==> src/common/pgs_cfg.svh <==
// constants for the port a pin steering block
`ifndef PGS_CFG_SVH
`define PGS_CFG_SVH
`define PGS_OFS_LEVEL   8'h00
`define PGS_OFS_LATCH   8'h04
`define PGS_OFS_DIR     8'h08
`define PGS_OFS_ANALOG_SELECT_BIT   8'h0c
`define PGS_OFS_STEER   8'h10
`define PGS_DIR_RST     8'hff
`define PGS_LAT_RST     8'h00
`define PGS_ANS_MASK    8'h2f
`define PGS_ANS_RST     8'h2f
`define PGS_STEER_RST   2'b00
`define PGS_STEER_T3    1
`define PGS_STEER_CCP   0
`define PGS_PIN_CLK     6
`define PGS_SYNC_W      12
`endif

==> src/common/pgs_pkg.sv <==
// types for the port a pin steering block
package pgs_pkg;
  typedef logic [1:0] pgs_trans_t;
  typedef logic [7:0] pgs_byte_t;
  typedef enum logic [1:0] {
    PGS_IDLE = 2'b00,
    PGS_WAIT = 2'b01,
    PGS_DATA = 2'b10
  } pgs_bus_e;
endpackage

==> src/verilog/pgs_port.sv <==
// port a gpio with alternate pin steering, ahb-lite register slave
`timescale 1ns/10ps
// Summary of operation
// - eight independent pins, each with own direction, latch and read bit.
// - direction 1 makes input, 0 drives the latch onto the pin.
// - on every pin but 6, enabled peripheral takes the pin output; pin stays readable.
// - latch register write has the same effect as port register write.
// - latch read gives latch, port read gives pin levels.
// - port write stores the written data into the latch; the pin image is masked out.
// - direction keeps controlling the driver in analog mode.
// - analog-selected pins read 0 digitally.
// - analog select disables the pin's digital input buffer.
// - analog select never blocks digital output.
// - analog select bits reset to analog mode.
// - steer bit 1 puts timer three clock on b4 if 1, else b5.
// - steer bit 0 puts capture unit two on e7 if 1, else c1.
// - steering leaves directions alone; only the chosen pin is overridden.
// - on pin 6 clock output beats oscillator output beats latch.
// - analog bits exist only on pins 5 and 3..0; others read 0.
`include "pgs_cfg.svh"
module pgs_port (
  input  wire logic              core_clk,
  input  wire logic              reset_n,
  input  wire logic              hsel,
  input  wire logic [31:0]       haddr,
  input  wire pgs_pkg::pgs_trans_t htrans,
  input  wire logic              hwrite,
  input  wire logic [2:0]        hsize,
  input  wire logic [31:0]       hwdata,
  input  wire logic              hready,
  output logic                   hreadyout,
  output logic [31:0]            hrdata,
  output logic                   hresp,
  input  wire logic [7:0]        pa_in,
  output logic [7:0]             pa_out,
  output logic [7:0]             pa_oe,
  output logic [7:0]             pa_ibuf_en,
  input  wire logic [7:0]        periph_en,
  input  wire logic [7:0]        periph_val,
  input  wire logic              clock_output_function_en,
  input  wire logic              clock_output_function_val,
  input  wire logic              osc_en,
  input  wire logic              osc_val,
  input  wire logic              pb4_in,
  input  wire logic              pb5_in,
  output logic                   tmr3_clk,
  input  wire logic              rc1_in,
  input  wire logic              re7_in,
  input  wire logic              capture_unit_two_oe,
  input  wire logic              capture_unit_two_val,
  output logic                   capture_unit_two_in,
  output logic                   rc1_ovr,
  output logic                   re7_ovr,
  output logic                   capture_unit_two_drv
);
  import pgs_pkg::*;

  //////////////////////////////////////////////////////////////////////
  // pin synchronisers
  logic [`PGS_SYNC_W-1:0] s1_q, s2_q;
  logic [7:0]             pa_s;
  logic                   b4_s, b5_s, c1_s, e7_s;

  always_ff @(posedge core_clk) begin
    if (!reset_n) begin
      s1_q <= '0;
      s2_q <= '0;
    end else begin
      s1_q <= {re7_in, rc1_in, pb5_in, pb4_in, pa_in};
      s2_q <= s1_q;
    end
  end
  assign pa_s = s2_q[7:0];
  assign b4_s = s2_q[8];
  assign b5_s = s2_q[9];
  assign c1_s = s2_q[10];
  assign e7_s = s2_q[11];

  //////////////////////////////////////////////////////////////////////
  // ahb-lite slave, one wait state per transfer
  pgs_bus_e    st_q, st_d;
  logic [7:0]  adr_q, adr_d;
  logic        wr_q, wr_d;
  logic        rdy_q, rdy_d;
  logic [31:0] rd_q, rd_d;
  logic        accept, wr_done;
  pgs_byte_t   pin_rd;

  pgs_byte_t   lat_q, lat_d, dir_q, dir_d, ans_q, ans_d;
  logic [1:0]  stv_q, stv_d;

  assign accept  = hsel && htrans[1] && hready;
  assign wr_done = (st_q == PGS_DATA) && wr_q && hready;
  assign pin_rd  = pa_s & ~ans_q;

  always_comb begin
    st_d  = st_q;
    adr_d = adr_q;
    wr_d  = wr_q;
    rdy_d = rdy_q;
    rd_d  = rd_q;
    case (st_q)
      PGS_IDLE, PGS_DATA: begin
        if (accept) begin
          st_d  = PGS_WAIT;
          adr_d = haddr[7:0];
          wr_d  = hwrite;
          rdy_d = 1'b0;
        end else begin
          st_d  = PGS_IDLE;
          rdy_d = 1'b1;
        end
      end
      PGS_WAIT: begin
        st_d  = PGS_DATA;
        rdy_d = 1'b1;
        rd_d  = 32'h0000_0000;
        if (!wr_q) begin
          case (adr_q)
            `PGS_OFS_LEVEL: rd_d[7:0] = pin_rd;
            `PGS_OFS_LATCH: rd_d[7:0] = lat_q;
            `PGS_OFS_DIR:   rd_d[7:0] = dir_q;
            `PGS_OFS_ANALOG_SELECT_BIT: rd_d[7:0] = ans_q & `PGS_ANS_MASK;
            `PGS_OFS_STEER: rd_d[1:0] = stv_q;
            default:        rd_d = 32'h0000_0000;
          endcase
        end
      end
      default: begin
        st_d  = PGS_IDLE;
        rdy_d = 1'b1;
      end
    endcase
  end

  always_ff @(posedge core_clk) begin
    if (!reset_n) begin
      st_q  <= PGS_IDLE;
      adr_q <= 8'h00;
      wr_q  <= 1'b0;
      rdy_q <= 1'b1;
      rd_q  <= 32'h0000_0000;
    end else begin
      st_q  <= st_d;
      adr_q <= adr_d;
      wr_q  <= wr_d;
      rdy_q <= rdy_d;
      rd_q  <= rd_d;
    end
  end

  //////////////////////////////////////////////////////////////////////
  // port registers
  always_comb begin
    lat_d = lat_q;
    dir_d = dir_q;
    ans_d = ans_q;
    stv_d = stv_q;
    if (wr_done) begin
      case (adr_q)
        // written data lands in the latch, pin image masked to zero
        `PGS_OFS_LEVEL: lat_d = (pin_rd & 8'h00) | hwdata[7:0];
        `PGS_OFS_LATCH: lat_d = hwdata[7:0];
        `PGS_OFS_DIR:   dir_d = hwdata[7:0];
        `PGS_OFS_ANALOG_SELECT_BIT: ans_d = hwdata[7:0] & `PGS_ANS_MASK;
        `PGS_OFS_STEER: stv_d = hwdata[1:0];
        default:        lat_d = lat_q;
      endcase
    end
  end

  always_ff @(posedge core_clk) begin
    if (!reset_n) begin
      lat_q <= `PGS_LAT_RST;
      dir_q <= `PGS_DIR_RST;
      ans_q <= `PGS_ANS_RST;
      stv_q <= `PGS_STEER_RST;
    end else begin
      lat_q <= lat_d;
      dir_q <= dir_d;
      ans_q <= ans_d;
      stv_q <= stv_d;
    end
  end

  //////////////////////////////////////////////////////////////////////
  // pin output muxes
  pgs_byte_t out_d, oe_d;
  logic      t3_d, cin_d, c1o_d, e7o_d, cdrv_d;

  genvar gi;
  generate
    for (gi = 0; gi < 8; gi++) begin : g_pin
      if (gi == `PGS_PIN_CLK) begin : g_clk
        always_comb begin
          if (clock_output_function_en) begin
            out_d[gi] = clock_output_function_val;
            oe_d[gi]  = 1'b1;
          end else if (osc_en) begin
            out_d[gi] = osc_val;
            oe_d[gi]  = 1'b1;
          end else begin
            out_d[gi] = lat_q[gi];
            oe_d[gi]  = ~dir_q[gi];
          end
        end
      end else begin : g_gen
        always_comb begin
          if (periph_en[gi]) begin
            out_d[gi] = periph_val[gi];
            oe_d[gi]  = 1'b1;
          end else begin
            out_d[gi] = lat_q[gi];
            oe_d[gi]  = ~dir_q[gi];
          end
        end
      end
    end
  endgenerate

  always_comb begin
    t3_d   = stv_q[`PGS_STEER_T3] ? b4_s : b5_s;
    cin_d  = stv_q[`PGS_STEER_CCP] ? e7_s : c1_s;
    e7o_d  = stv_q[`PGS_STEER_CCP] && capture_unit_two_oe;
    c1o_d  = !stv_q[`PGS_STEER_CCP] && capture_unit_two_oe;
    cdrv_d = capture_unit_two_val;
  end

  always_ff @(posedge core_clk) begin
    if (!reset_n) begin
      pa_out     <= 8'h00;
      pa_oe      <= 8'h00;
      pa_ibuf_en <= 8'h00;
      tmr3_clk   <= 1'b0;
      capture_unit_two_in    <= 1'b0;
      rc1_ovr    <= 1'b0;
      re7_ovr    <= 1'b0;
      capture_unit_two_drv   <= 1'b0;
      hresp      <= 1'b0;
    end else begin
      pa_out     <= out_d;
      pa_oe      <= oe_d;
      pa_ibuf_en <= ~ans_q;
      tmr3_clk   <= t3_d;
      capture_unit_two_in    <= cin_d;
      rc1_ovr    <= c1o_d;
      re7_ovr    <= e7o_d;
      capture_unit_two_drv   <= cdrv_d;
      hresp      <= 1'b0;
    end
  end

  assign hreadyout = rdy_q;
  assign hrdata    = rd_q;
endmodule

==> config.mk <==
export PLATFORM = sky130hd
export DESIGN_NAME = pgs_port
export DESIGN_NICKNAME = d
export VERILOG_FILES = /design/src/common/pgs_pkg.sv /design/src/verilog/pgs_port.sv
export VERILOG_INCLUDE_DIRS = /design/src /design/src/common
export SDC_FILE = /design/constraint.sdc
export NUM_CORES = 1
export LEC_CHECK = 0
export BUFFER_PORTS_ARGS = -buffer_cell sky130_fd_sc_hd__buf_4
export CAP_MARGIN = 25
export CORE_MARGIN = 1.5
export CORE_UTILIZATION = 38
export DETAILED_ROUTE_END_ITERATION = 10
export PLACE_DENSITY = 0.68
export SLEW_MARGIN = 0
export SYNTH_ARGS = -nofsm -noshare
export SYNTH_HDL_FRONTEND = slang
export SYNTH_SLANG_ARGS = --single-unit
==> constraint.sdc <==
create_clock -name core_clk -period 2.3 [get_ports core_clk]
set_clock_uncertainty 0.05 [all_clocks]
set_input_delay 0.46 -clock core_clk [delete_from_list [all_inputs] [get_ports core_clk]]
set_output_delay 0.46 -clock core_clk [all_outputs]
set_load 0.01 [all_outputs]
==> qor.yml <==
die_area_um2: 9820
holdPathEnd: "s1_q[2]$_SDFF_PN0_"
fp.dieH_um: 99.1
grt.total_usage: 0.154
setup_viol: 0
fin_crit_ns: 1.96
dr.pass1.iters: 4
n_antenna_cell: 0
wl_per_cell_um: 12.9
crit_path_start_kind: "flip-flop"
synthFlopType: "dfxtp_1"
final_cell_count_no_fill: 563
clock.fmax_mhz: 510
start_util: 0.397
drv_slew: 0
min_from: "pa_in[2]"
r2r_end: "dir_q[1]$_SDFFE_PN1P_"
reg2regPathDepth: 5
rsz0062_at_grt: "no"
post_cts_buffers: 0
synth_edf_count: 0
clk_path_buf_depth: 2
viasPerCell: 4.63
grt_start_max_net_pins: 50
grt_pass1_wl_um: 11900
synth_seq_area_share: 0.536
syn_inst: 360
p_per_area_nw_per_um2: 713
antenna_found_initial: 0
cts_sinks: 94
clkLatencyLatePin_ns: 0.36
final.setup.tns_ns: 0
cts.repair.resized: 0
drive_above_1_share: 0.279
yosys.area.top_type: "dfxtp_1"
worst_ep_arrival_time_ns: 2.21
avgSynthCellArea_um2: 9.75
place_area_um2: 4200
worstHoldPathCells: 2
overflow: 0
hp-class: "in -> reg"
synth_area_um2: 3510
path_class: "reg -> reg"
rr_startpoint: "adr_q[0]$_SDFFE_PN0P_"
grt_pass1_vias: 2574
ir_worst_vdd_v: 0.000327
timing.final.hold_violations: 0
synth_cell_types: 34
dpl.hpwl_um: 5340
drt-initial-drc-count: 41
cts_buffers: 9
port_buffers: 91
pin_count: 171
async_flop_share: 0
yosys_warnings: 0
routed_wirelength_um: 7280
r2r_slack_ns: 0.34
stdcell_area_um2: 4430
rows: 34
ys_ff_latch: 94
synth_top_cell_area_share: 0.536
status: "completed"
antenna_left: 0
vias: 2605
relSlewSlack: 0.588
core_area_um2: 8850
crit_fanout: 10
place.gp.congestion: 0.783
finalCritPeriodShare: 0.853
area_growth_syn_to_layout_pct: 26.1
worst_pin_slew_ns: 0.614
cts_root_buf: "clkbuf_8"
cts_htree_levels: 3
dp.cells: 548
fin_nets: 559
critical_path_required_ns: 2.55
drc: 0
hold_buffers: 0
die_width_um: 99.1
cp-end-kind: "flip-flop"
power_leakage_nw: 1.95
cap_viol_max_count: 0
synthTopCellsByArea: "dfxtp_1 (54%), mux2i_1 (7.1%), buf_4 (5.8%)"
clk_pin_slew_worst_paths_ns: 0.09
cts_tree: "done"
fillers: 837
final_util: 0.500
-- cell usage in the layout, fill, tap and decap left out, types with 3 or more instances in the layout --
cell      instances
buf_4           102
conb_1           25
nor3_1            7
a22o_1            7
and2_1           26
dfxtp_1          94
o21ai_0           9
clkbuf_8         11
a22oi_1           5
nor2b_1           3
inv_1            10
mux2i_1          25
a21oi_2           4
nand2_1          36
a221oi_1          3
nand3_1           9
a21oi_1          22
nor2_1           34
-- final cells by class --
| cell class | count | area, um^2 | area share |
|---|---|---|---|
| clock buffer | 12 | 155 | 0.0350 |
| clock inverter | 3 | 67.6 | 0.0153 |
| inverter | 10 | 37.5 | 0.00848 |
| multi-input combinational | 234 | 1380 | 0.313 |
| sequential | 94 | 1880 | 0.425 |
| tap | 108 | 135 | 0.0305 |
| timing repair buffer | 102 | 766 | 0.173 |
-- how the worst max path moves through the flow --
stage	endpoint	from	slack (ns)	cells after the start
6_report	dir_q[1]$_SDFFE_PN1P_	adr_q[0]$_SDFFE_PN0P_	0.34	5
4_1_cts	dir_q[1]$_SDFFE_PN1P_	adr_q[0]$_SDFFE_PN0P_	0.30	5
5_1_grt	dir_q[1]$_SDFFE_PN1P_	adr_q[0]$_SDFFE_PN0P_	0.22	5
3_3_place_gp	dir_q[5]$_SDFFE_PN1P_	hready	0.25	6
3_5_place_dp	dir_q[1]$_SDFFE_PN1P_	hready	0.24	6
2_1_floorplan	stv_q[0]$_SDFFE_PN0P_	hready	0.56	4
-- power by group --
| group | leakage [nW] | switching (mW) | internal (mW) |
|---|---|---|---|
| Clock | 0.109 | 0.545 | 0.666 |
| Combinational | 1.08 | 0.129 | 0.131 |
| Sequential | 0.769 | 0.0156 | 1.67 |
-- worst max-delay path, cell delays in order, from the launching register on --
cell and delay (ns):
dfxtp_1 0.32, or3_1 0.56, nor4b_4 0.51, buf_4 0.28
nor3_1 0.08, a21oi_2 0.10
-- logic make-up after synthesis --
logic type	share of synthesized area
and+or+nand+nor	0.191
buffers and inverters	0.0952
DFF	0.536
muxes	0.0777
AOI/OAI and AO/OA	0.0988
other	0.00107
-- cells in the mapped netlist, types with 4 or more instances --
cell,instances
a22oi_1,5
a22o_1,7
a21oi_1,22
inv_1,10
buf_4,27
a21oi_2,4
nor3_1,7
buf_2,6
dfxtp_1,94
and2_1,26
nor2_1,34
nand3_1,9
clkbuf_1,9
nand2_1,36
o21ai_0,9
mux2i_1,25
-- stage by stage --
step | setup slack [ns] | hold slack (ns) | power (mW)
3_3_place_gp | 0.253 | 0.363 | 1.98
3_5_place_dp | 0.236 | 0.369 | 1.99
5_1_grt | 0.221 | 0.246 | 3.28
4_1_cts | 0.303 | 0.230 | 3.20
6_report | 0.338 | 0.250 | 3.16
2_1_floorplan | 0.562 | 0.362 | 1.89
-- per-layer routing --
metal / wire length [um] / track usage / up-vias / part of all wire
li1: - / - / 1330 / -
met2: 3360 / 0.248 / 82 / 0.46
met5: 0 / 0 / - / 0
met4: 151 / 0.0823 / 0 / 0.021
met1: 3280 / 0.188 / 1180 / 0.45
met3: 497 / 0.0443 / 13 / 0.068
-- sequential cells by signal, indices dropped and copies added (netlist names), 6 cells and up --
name        count
lat_q           8
pa_oe           8
pa_out          8
dir_q           8
s2_q           12
adr_q           8
pa_ibuf_en      6
hrdata          8
s1_q           12
Note: power is estimated with default switching activity, not from simulation.
